### src/core/ccrb_pkg.sv
// constants and types for the caption route and bridge controller
package ccrb_pkg;

    localparam int BYTE_W = 8;
    localparam int CODE_W = 4;
    localparam int RATE_W = 3;
    localparam int NCH = 2;

    // route-select codes
    localparam logic [CODE_W-1:0] ROUTE_ENC_SPLIT = 4'h0;
    localparam logic [CODE_W-1:0] ROUTE_ENC_SER = 4'h1;
    localparam logic [CODE_W-1:0] ROUTE_ENC_ETH = 4'h2;
    localparam logic [CODE_W-1:0] ROUTE_SPLIT = 4'h3;
    localparam logic [CODE_W-1:0] ROUTE_SER_A = 4'h4;
    localparam logic [CODE_W-1:0] ROUTE_ETH_B = 4'h5;
    localparam logic [CODE_W-1:0] ROUTE_SER_B = 4'h6;
    localparam logic [CODE_W-1:0] ROUTE_ETH_A = 4'h7;
    localparam logic [CODE_W-1:0] ROUTE_DEC_A = 4'h8;
    localparam logic [CODE_W-1:0] ROUTE_DEC_B = 4'h9;

    // bridge-select codes
    localparam logic [CODE_W-1:0] BRG_NONE = 4'h0;
    localparam logic [CODE_W-1:0] BRG_AB = 4'h1;
    localparam logic [CODE_W-1:0] BRG_BA = 4'h2;
    localparam logic [CODE_W-1:0] BRG_AB_F1 = 4'h3;
    localparam logic [CODE_W-1:0] BRG_BA_F1 = 4'h4;
    localparam logic [CODE_W-1:0] BRG_AB_F2 = 4'h5;
    localparam logic [CODE_W-1:0] BRG_BA_F2 = 4'h6;

    localparam logic FIELD_1 = 1'b0;
    localparam logic FIELD_2 = 1'b1;
    localparam int CH_A = 0;
    localparam int CH_B = 1;

    typedef enum logic [1:0] {SRC_NONE, SRC_SER, SRC_ETH} ccrb_ins_src_type;
    typedef enum logic [1:0] {DEC_NONE, DEC_A, DEC_B} ccrb_dec_src_type;

    typedef struct packed {
        logic [NCH-1:0][BYTE_W-1:0] ins_data;
        logic [NCH-1:0] ins_vld;
        logic [NCH-1:0] ins_brg;
        logic [NCH-1:0] ins_xcode;
        logic [BYTE_W-1:0] ser_data;
        logic ser_vld;
        logic [BYTE_W-1:0] eth_data;
        logic eth_vld;
        logic [BYTE_W-1:0] ovl_data;
        logic ovl_vld;
        logic odd_from_a;
        logic even_from_b;
    } ccrb_state_type;

    localparam ccrb_state_type ST_RST = '0;

endpackage

### src/core/ccrb_caption_route_bridge.sv
// caption routing, decode return and channel bridging
`timescale 1ns/1ns
`default_nettype none

// Behaviour
// - code 3: serial feeds out 1, ethernet out 2; A to serial, B to ethernet.
// - code 4: serial feeds both outputs; input A text to both host ports.
// - code 5: ethernet feeds both outputs; input B text to both host ports.
// - code 6: serial feeds both outputs; input B text to both host ports.
// - code 7: ethernet feeds both outputs; input A text to both host ports.
// - codes 8 and 9 decode A or B only, text to both host ports.
// - decoded text comes only from incoming streams, never from own insertion.
// - locked channel inserts received bytes into program and monitor at once.
// - serial port receives caption bytes and sends decoded text at once.
// - input A feeds odd outputs, input B feeds even outputs.
// - decoded text leaves host ports only while its input is locked.
// - bridging only when target frame rate is at least the source rate.
// - bridge 1, route 0: A captions copied to B once both locked, transcoded when i_hd_a and i_hd_b differ.
// - output 3 carries input A decoded captions as visible overlay.
// - bridge codes 1-6 pick direction and fields; 0 and 7-F bridge nothing.
module ccrb_caption_route_bridge (
    // clock and reset
    input wire logic i_clk,
    input wire logic i_srst,
    // selector codes
    input wire logic [ccrb_pkg::CODE_W-1:0] i_route_select_code,
    input wire logic [ccrb_pkg::CODE_W-1:0] i_bridge_select_code,
    // video input status
    input wire logic i_lock_a,
    input wire logic i_lock_b,
    input wire logic [ccrb_pkg::RATE_W-1:0] i_rate_a,
    input wire logic [ccrb_pkg::RATE_W-1:0] i_rate_b,
    input wire logic i_hd_a,
    input wire logic i_hd_b,
    // captions extracted from incoming streams
    input wire logic [ccrb_pkg::BYTE_W-1:0] i_dec_a_data,
    input wire logic i_dec_a_valid,
    input wire logic i_dec_a_field,
    input wire logic [ccrb_pkg::BYTE_W-1:0] i_dec_b_data,
    input wire logic i_dec_b_valid,
    input wire logic i_dec_b_field,
    // host receive
    input wire logic [ccrb_pkg::BYTE_W-1:0] i_ser_rx_data,
    input wire logic i_ser_rx_valid,
    input wire logic [ccrb_pkg::BYTE_W-1:0] i_eth_rx_data,
    input wire logic i_eth_rx_valid,
    // host transmit
    output logic [ccrb_pkg::BYTE_W-1:0] o_ser_tx_data,
    output logic o_ser_tx_valid,
    output logic [ccrb_pkg::BYTE_W-1:0] o_eth_tx_data,
    output logic o_eth_tx_valid,
    // program and monitor insertion, channel A
    output logic [ccrb_pkg::BYTE_W-1:0] o_pgm1_data,
    output logic o_pgm1_valid,
    output logic o_pgm1_bridged,
    output logic o_pgm1_xcode,
    output logic [ccrb_pkg::BYTE_W-1:0] o_mon3_data,
    output logic o_mon3_valid,
    // program and monitor insertion, channel B
    output logic [ccrb_pkg::BYTE_W-1:0] o_pgm2_data,
    output logic o_pgm2_valid,
    output logic o_pgm2_bridged,
    output logic o_pgm2_xcode,
    output logic [ccrb_pkg::BYTE_W-1:0] o_mon4_data,
    output logic o_mon4_valid,
    // overlay and video routing
    output logic [ccrb_pkg::BYTE_W-1:0] o_ovl3_data,
    output logic o_ovl3_valid,
    output logic o_odd_from_a,
    output logic o_even_from_b
);
    import ccrb_pkg::*;

    ccrb_state_type st_q, st_d;
    ccrb_ins_src_type ins_src [NCH];
    ccrb_dec_src_type ser_dec, eth_dec;
    logic [NCH-1:0] lock;
    logic [NCH-1:0][RATE_W-1:0] rate;
    logic [NCH-1:0][BYTE_W-1:0] dec_data;
    logic [NCH-1:0] dec_vld;
    logic [NCH-1:0] brg_into, brg_fld_ok, brg_take;

    assign lock = {i_lock_b, i_lock_a};
    assign rate = {i_rate_b, i_rate_a};
    assign dec_data = {i_dec_b_data, i_dec_a_data};
    assign dec_vld = {i_dec_b_valid, i_dec_a_valid};

    // route-select decode
    always_comb begin
        ins_src[CH_A] = SRC_NONE;
        ins_src[CH_B] = SRC_NONE;
        ser_dec = DEC_NONE;
        eth_dec = DEC_NONE;
        case (i_route_select_code)
            ROUTE_ENC_SPLIT: begin
                ins_src[CH_A] = SRC_SER;
                ins_src[CH_B] = SRC_ETH;
            end
            ROUTE_ENC_SER: begin
                ins_src[CH_A] = SRC_SER;
                ins_src[CH_B] = SRC_SER;
            end
            ROUTE_ENC_ETH: begin
                ins_src[CH_A] = SRC_ETH;
                ins_src[CH_B] = SRC_ETH;
            end
            ROUTE_SPLIT: begin
                ins_src[CH_A] = SRC_SER;
                ins_src[CH_B] = SRC_ETH;
                ser_dec = DEC_A;
                eth_dec = DEC_B;
            end
            ROUTE_SER_A: begin
                ins_src[CH_A] = SRC_SER;
                ins_src[CH_B] = SRC_SER;
                ser_dec = DEC_A;
                eth_dec = DEC_A;
            end
            ROUTE_ETH_B: begin
                ins_src[CH_A] = SRC_ETH;
                ins_src[CH_B] = SRC_ETH;
                ser_dec = DEC_B;
                eth_dec = DEC_B;
            end
            ROUTE_SER_B: begin
                ins_src[CH_A] = SRC_SER;
                ins_src[CH_B] = SRC_SER;
                ser_dec = DEC_B;
                eth_dec = DEC_B;
            end
            ROUTE_ETH_A: begin
                ins_src[CH_A] = SRC_ETH;
                ins_src[CH_B] = SRC_ETH;
                ser_dec = DEC_A;
                eth_dec = DEC_A;
            end
            ROUTE_DEC_A: begin
                ser_dec = DEC_A;
                eth_dec = DEC_A;
            end
            ROUTE_DEC_B: begin
                ser_dec = DEC_B;
                eth_dec = DEC_B;
            end
            default: ser_dec = DEC_NONE;
        endcase
    end

    // bridge-select decode, index is the target channel
    always_comb begin
        brg_into = '0;
        brg_fld_ok = '0;
        case (i_bridge_select_code)
            BRG_AB: begin
                brg_into[CH_B] = 1'b1;
                brg_fld_ok[CH_B] = 1'b1;
            end
            BRG_BA: begin
                brg_into[CH_A] = 1'b1;
                brg_fld_ok[CH_A] = 1'b1;
            end
            BRG_AB_F1: begin
                brg_into[CH_B] = 1'b1;
                brg_fld_ok[CH_B] = (i_dec_a_field == FIELD_1);
            end
            BRG_BA_F1: begin
                brg_into[CH_A] = 1'b1;
                brg_fld_ok[CH_A] = (i_dec_b_field == FIELD_1);
            end
            BRG_AB_F2: begin
                brg_into[CH_B] = 1'b1;
                brg_fld_ok[CH_B] = (i_dec_a_field == FIELD_2);
            end
            BRG_BA_F2: begin
                brg_into[CH_A] = 1'b1;
                brg_fld_ok[CH_A] = (i_dec_b_field == FIELD_2);
            end
            default: brg_into = '0;
        endcase
    end

    // bridge takes the target slot when both locked and rate allows
    genvar gc;
    generate
        for (gc = 0; gc < NCH; gc++) begin : g_brg
            assign brg_take[gc] = brg_into[gc] && brg_fld_ok[gc]
                && lock[CH_A] && lock[CH_B]
                && (rate[gc] >= rate[NCH-1-gc])
                && dec_vld[NCH-1-gc];
        end
    endgenerate

    always_comb begin
        st_d = st_q;
        for (int c = 0; c < NCH; c++) begin
            st_d.ins_vld[c] = 1'b0;
            st_d.ins_brg[c] = 1'b0;
            st_d.ins_xcode[c] = 1'b0;
            if (brg_take[c]) begin
                st_d.ins_data[c] = dec_data[NCH-1-c];
                st_d.ins_vld[c] = 1'b1;
                st_d.ins_brg[c] = 1'b1;
                st_d.ins_xcode[c] = (i_hd_a != i_hd_b);
            end else if (lock[c] && ins_src[c] == SRC_SER
                         && i_ser_rx_valid) begin
                st_d.ins_data[c] = i_ser_rx_data;
                st_d.ins_vld[c] = 1'b1;
            end else if (lock[c] && ins_src[c] == SRC_ETH
                         && i_eth_rx_valid) begin
                st_d.ins_data[c] = i_eth_rx_data;
                st_d.ins_vld[c] = 1'b1;
            end
        end
        // decoded text only from the extractors, gated by lock
        st_d.ser_vld = 1'b0;
        if (ser_dec == DEC_A) begin
            st_d.ser_data = i_dec_a_data;
            st_d.ser_vld = i_dec_a_valid && i_lock_a;
        end else if (ser_dec == DEC_B) begin
            st_d.ser_data = i_dec_b_data;
            st_d.ser_vld = i_dec_b_valid && i_lock_b;
        end
        st_d.eth_vld = 1'b0;
        if (eth_dec == DEC_A) begin
            st_d.eth_data = i_dec_a_data;
            st_d.eth_vld = i_dec_a_valid && i_lock_a;
        end else if (eth_dec == DEC_B) begin
            st_d.eth_data = i_dec_b_data;
            st_d.eth_vld = i_dec_b_valid && i_lock_b;
        end
        // monitor overlay of input A captions
        st_d.ovl_vld = i_dec_a_valid && i_lock_a;
        if (i_dec_a_valid) begin
            st_d.ovl_data = i_dec_a_data;
        end
        st_d.odd_from_a = 1'b1;
        st_d.even_from_b = 1'b1;
    end

    always_ff @(posedge i_clk) begin
        if (i_srst) begin
            st_q <= ST_RST;
        end else begin
            st_q <= st_d;
        end
    end

    // outputs, monitor mirrors program
    assign o_ser_tx_data = st_q.ser_data;
    assign o_ser_tx_valid = st_q.ser_vld;
    assign o_eth_tx_data = st_q.eth_data;
    assign o_eth_tx_valid = st_q.eth_vld;
    assign o_pgm1_data = st_q.ins_data[CH_A];
    assign o_pgm1_valid = st_q.ins_vld[CH_A];
    assign o_pgm1_bridged = st_q.ins_brg[CH_A];
    assign o_pgm1_xcode = st_q.ins_xcode[CH_A];
    assign o_mon3_data = st_q.ins_data[CH_A];
    assign o_mon3_valid = st_q.ins_vld[CH_A];
    assign o_pgm2_data = st_q.ins_data[CH_B];
    assign o_pgm2_valid = st_q.ins_vld[CH_B];
    assign o_pgm2_bridged = st_q.ins_brg[CH_B];
    assign o_pgm2_xcode = st_q.ins_xcode[CH_B];
    assign o_mon4_data = st_q.ins_data[CH_B];
    assign o_mon4_valid = st_q.ins_vld[CH_B];
    assign o_ovl3_data = st_q.ovl_data;
    assign o_ovl3_valid = st_q.ovl_vld;
    assign o_odd_from_a = st_q.odd_from_a;
    assign o_even_from_b = st_q.even_from_b;
endmodule

`default_nettype wire

### config.mk
export PLATFORM = sky130hd
export DESIGN_NAME = ccrb_caption_route_bridge
export DESIGN_NICKNAME = d
export VERILOG_FILES = /design/src/core/ccrb_pkg.sv /design/src/core/ccrb_caption_route_bridge.sv
export SDC_FILE = /design/constraint.sdc
export NUM_CORES = 1
export LEC_CHECK = 0
export BUFFER_PORTS_ARGS = -buffer_cell sky130_fd_sc_hd__buf_2
export CORE_MARGIN = 2
export CORE_UTILIZATION = 43
export DETAILED_ROUTE_END_ITERATION = 7
export GPL_TIMING_DRIVEN = 1
export PLACE_DENSITY = 0.74
export SYNTH_ARGS = -nofsm -noshare
export SYNTH_HDL_FRONTEND = slang
export SYNTH_SLANG_ARGS = --single-unit
### constraint.sdc
create_clock -name i_clk -period 3 [get_ports i_clk]
set_input_delay 0.6 -clock i_clk [delete_from_list [all_inputs] [get_ports i_clk]]
set_output_delay 0.6 -clock i_clk [all_outputs]
set_load 0.01 [all_outputs]
=== After elaboration in Yosys (flattened, before gate mapping) ===
Index checks and enable logic that the tools add are counted.
W data, S select, Z words.

* Output and inout port bits: 69
* Logic and storage cells: 106
* Bits in registers: 51

* Equal/unequal tests: 24
* Reduce and logical (&&, ||, !) cells: 36
* Muxes and demuxes: 26
* Bitwise logic cells: 4
* $lt $le $gt $ge: 2

{| class="wikitable"
|+ Operators with widths
! cell !! number
|-
| $mux W8 || 6
|-
| $mux W9 || 4
|-
| $eq A4 B3 Y1 const B || 7
|-
| $logic_and A1 B1 Y1 || 20
|-
| $reduce_or A3 Y1 || 6
|-
| $eq A4 B2 Y1 const B || 4
|-
| $pmux W4 S3 || 1
|-
| $mux W1 || 10
|-
| $eq A2 B1 Y1 const B || 4
|-
| $eq A2 B2 Y1 const B || 4
|-
| $eq A4 B1 Y1 const B || 2
|-
| $eq A4 B4 Y1 const B || 2
|-
| $pmux W2 S2 || 2
|-
| $reduce_or A4 Y1 || 2
|-
| $ge A3 B3 Y1 || 2
|-
| $pmux W1 S3 || 2
|-
| $reduce_bool A3 Y1 || 2
|-
| $reduce_or A2 Y1 || 3
|-
| $logic_not A4 Y1 || 1
|-
| $not A1 Y1 || 4
|-
| $reduce_bool A2 Y1 || 2
|-
| $mux W2 || 1
|-
| $ne A1 B1 Y1 || 1
|}

=== Logic depth before layout (Yosys ltp) ===
* Word-level depth: 10
* Mapped depth: 12

=== Worst setup path before layout ===
OpenSTA, ideal clock, no wires.

* Path type: input -> register
* From: input i_route_select_code[2] (netlist name)
* To: register st_q, in the netlist o_eth_tx_data[7]
* Path buffers: 3
* Arrival: 2.250 ns
* Slack: 0.623 ns
* Stages on the path: 11
* Cell sequence: buf_2 -> xor2_1 -> nand2_1 -> o21ai_0 -> mux2_2 -> ha_1 -> clkbuf_1 -> clkbuf_1 -> nor2_1 -> a21oi_1 -> nor2_1

* Word-level cells in the longest chain between the ends: 5
* Elaborated cells on any way between the ends: 14
* Those cells by class: eq/ne: 9; mux: 2; reduce/logical: 3

{| class="wikitable"
|+ RTL lines
! what !! line !! text
|-
| start: declaration || ccrb_caption_route_bridge.sv:26 || <nowiki>input wire logic [ccrb_pkg::CODE_W-1:0] i_route_select_code,</nowiki>
|-
| $eq A4 B4 Y1 (tied with other cells) || ccrb_caption_route_bridge.sv:94 || <nowiki>case (i_route_select_code)</nowiki>
|-
| $reduce_or A4 Y1 (no line) / $reduce_or A3 Y1 (equally long branches) || - ||
|-
| $pmux W2 S2 (*) || ccrb_caption_route_bridge.sv:94 ||
|-
| $eq A2 B1 Y1 / $eq A2 B2 Y1 (equally long branches) || ccrb_caption_route_bridge.sv:224, ccrb_caption_route_bridge.sv:227 ||
|-
| $mux W9 / $reduce_bool A2 Y1 (equally long branches) || - ||
|-
| end signal: assignment || ccrb_caption_route_bridge.sv:244 || <nowiki>st_q <= st_d;</nowiki>
|-
| end: declaration || ccrb_caption_route_bridge.sv:74 || <nowiki>ccrb_state_type st_q, st_d;</nowiki>
|}

Every way passes the cells marked *; elsewhere a longest branch is shown, timed or not.
A chain may end at the register's enable or synchronous reset.

=== Worst setup path in the final report ===
* From: input i_route_select_code[1] (netlist name)
* To: register st_q, in the netlist o_eth_tx_data[7]

Same word-level chain as after synthesis.

==> run_results.csv <==
group,metric,value,unit
cts,clockBufferDepth,2,
power,comb_power_share,0.219,
final_layout,nFillCells,598,
synth,synth.net_count,367,
timing,finalCritPeriodShare,0.726,
timing,rsz0062_at_grt,"no",
timing,drv_slew,0,
synth,synth_area_leader_cell,"dfxtp_1",
final_layout,area_growth,22.2,%
setup_path,crit_path_cell_trace,"buf_2 -> xor2_1 -> nand2_1 -> o21ai_0 -> mux2_2 -> inv_1 -> ha_1 -> nor2b_1 -> a22oi_1 -> nor2_1 -> a21oi_1 -> nor2_1",
detailed_routing,drt_wl_total,7.17,mm
detailed_routing,wl_per_cell,15.0,um
timing,worstMarginPinSlew,0.628,ns
timing,fmax,459,MHz
timing,totalNegativeSetupSlack,0,ns
placed_design,dp_hpwl,5.61,mm
hold_path,min-delay-start,"o_ovl3_data[7]",
hold_path,worstHoldPathCells,2,
synth,synth_cell_type_count,39,
hold_path,worstHoldPathType,"reg2reg",
synth,ys_seq_area_frac,0.363,
setup_path,startpoint,"i_route_select_code[1]",
synth,yosys_warnings,0,
cts,cts_buffers,5,
setup_path,slowest_delay,0.43,ns
setup_path,cp_data_arrival_time,2.35,ns
synth,syn_area,2760,um2
setup_path,r2r_cells,1,
setup_path,cpMaxStageDelayCell,"ha_1",
global_route,grt_first_pass_wirelength,11.5,mm
final_layout,fin_nets,464,
placed_design,routabilityCongestion,0.853,
synth,synth_top_area_frac,0.363,
setup_path,endpoint_kind,"flop",
setup_path,cp_data_required_time,3.17,ns
floorplanning,rows,29,
floorplanning,design.die.area,7060,um2
power,clock_power_share,0.285,
floorplanning,core_area,6280,um2
cts,ctsRootBufferMaster,"clkbuf_8",
power,power.total,1.43,mW
final_layout,fin_cells,477,
final_layout,final_cell_area,3370,um2
power,power_density,426,nW/um2
timing,fin_ws,0.822,ns
global_route,gr-usage-all-layers,0.201,
setup_path,worstSetupPathType,"in2reg",
cts,cts_htree_levels,2,
detailed_routing,drc,0,
timing,maxSlewHeadroom,0.581,
flow_run,cap_violations,0,
setup_path,cp_max_fo,17,
power,netSwitchingPower,0.413,mW
placed_design,portBuffers,126,
synth,syn-instance-count,302,
final_layout,antenna_cells,0,
detailed_routing,avgViaCountPerCell,5.23,
detailed_routing,drtPass1Iterations,4,
cts,postCtsSetupRepairBufs,0,
global_route,grt_overflow,0,
timing,finalSetupViolCount,0,
setup_path,crit_top_cell,"nor2_1",
timing,final.setup_skew,0,ns
detailed_routing,drtIter0Drc,90,
placed_design,place_inst,469,
placed_design,place_area,3270,um2
global_route,antenna_found_initial,0,
detailed_routing,ant_nets,0,
cts,cts_tree,"done",
cts,clk_latency,0.30,ns
timing,final-hold-violation-count,0,
placed_design,place_ws,0.492,ns
power,pwr-share-seq,0.496,
floorplanning,ios,127,
setup_path,reg2reg_from,"o_mon4_data[1]",
power,swShare,0.288,
power,intPower,1.02,mW
setup_path,critical_path.startpoint_type,"input port",
synth,synthTopCellsByArea,"dfxtp_1 (36%), mux2_2 (14%), a21oi_1 (5.8%)",
global_route,grt_max_degree,34,
outcome,status,"finished, final reports clean",
detailed_routing,vias,2496,
floorplanning,fp.dieH,84.0,um
global_route,first_global_vias,2390,
synth,syn_area_per_cell,9.12,um2
synth,ys_ff_latch,50,
cts,clock-sinks,50,
power,p_leak,1.63,nW
timing,period_needed,2.18,ns
floorplanning,die_width,84.0,um
power,vdd_drop_max,228,uV
cts,cts_resized,0,
floorplanning,initial_utilization,0.439,
cts,clk_pin_slew,0.09,ns
final_layout,drive_gt1_frac,0.440,
cts,ctsHoldBuffers,0,
through the flow:
stage	hold WS [ns]	util
floorplan	0.524	-
global placement	0.466	0.522
detailed placement	0.480	0.522
CTS	0.503	0.536
global route	0.525	0.536
finish	0.494	0.536
placed cells by master, fill, tap and decap left out, types with 2 or more instances in the layout:
cell type,n
buf_2,126
dfxtp_1,50
nor2_1,34
mux2_2,34
a21oi_1,32
a22o_1,17
nand2_1,16
nand3b_1,15
inv_1,10
mux2i_1,8
ha_1,7
clkbuf_8,6
nor2b_1,4
nor3_1,4
xnor2_1,3
o21ai_0,3
and2_1,2
nand3_1,2
and3_1,2
a22oi_1,2
a32oi_1,2
buf_4,2
synth_stat cells, drive strengths merged:
master    n
nand2b    1
nor3      5
mux2     34
dfxtp    50
a211oi    1
o2111ai   2
a22oi     2
clkbuf   13
nor2b     4
a32oi     2
a31oi     1
nand2    16
nor2     34
buf      25
o211a     1
a21oi    33
nand3b   15
and2      2
ha        7
nand4     1
nor3b     3
mux2i     8
xor2      1
and2b     1
inv      10
a22o     17
nand3     2
and3      2
xnor2     3
o21ai     4
a21o      1
and4      1
critical path: cells and delay by family:
| kind | cells | cell delay [ns] |
|---|---|---|
| buf+inv | 2 | 0.21 |
| compound gates | 3 | 0.39 |
| fa+ha+maj | 1 | 0.43 |
| simple gates | 4 | 0.29 |
| xor+xnor | 1 | 0.17 |
| mux | 1 | 0.28 |
power by group through the flow:
stage          sequential, mW  combinational (mW)  clock [mW]
6_report                0.711               0.315       0.409
2_1_floorplan           0.739               0.192           0
3_3_place_gp            0.726               0.309           0
3_5_place_dp            0.726               0.315           0
5_1_grt                 0.715               0.347       0.444
4_1_cts                 0.711               0.316       0.421
kinds of logic (layout without fill, tap and decap cells):
kind of cell	count (synthesis)	after routing	share of synthesized area
muxes	42	42	0.168
and+or+nand+nor	87	87	0.169
xor gates and xnor gates	4	4	0.0127
DFF	50	50	0.363
adders and majority gates	7	7	0.0318
buffers and inverters	48	146	0.0945
AOI/OAI and AO/OA	64	64	0.161
per-layer routing:
layer / GRT usage / wire [um]
met1: 0.262 / 3260
met2: 0.329 / 3280
met3: 0.0485 / 510
met4: 0.0616 / 116
met5: 0 / 0
sequential cells by signal (all words and copies together), names as in the netlist, 8 cells and up:
register       count
o_mon4_data        8
o_mon3_data        8
o_ser_tx_data      8
o_ovl3_data        8
o_eth_tx_data      8
final timing paths:
check / end / slack (ns)
worst max-delay path: o_eth_tx_data[7] / 0.82
worst min-delay path: o_ovl3_data[7] / 0.49
worst max register to register: o_mon4_data[1] / 2.34
worst min register to register: o_ovl3_data[7] / 0.49
layout make-up:
cell class / instances / area [um2] / area share
clock buffer: 7 / 86.3 / 0.0257
clock inverter: 1 / 5.00 / 0.00149
multi-input combinational: 204 / 1490 / 0.444
timing repair buffer: 128 / 646 / 0.192
sequential: 50 / 1000 / 0.297
inverter: 10 / 37.5 / 0.0112
tap: 77 / 96.3 / 0.0286
Power figures use the tool's default switching activity.
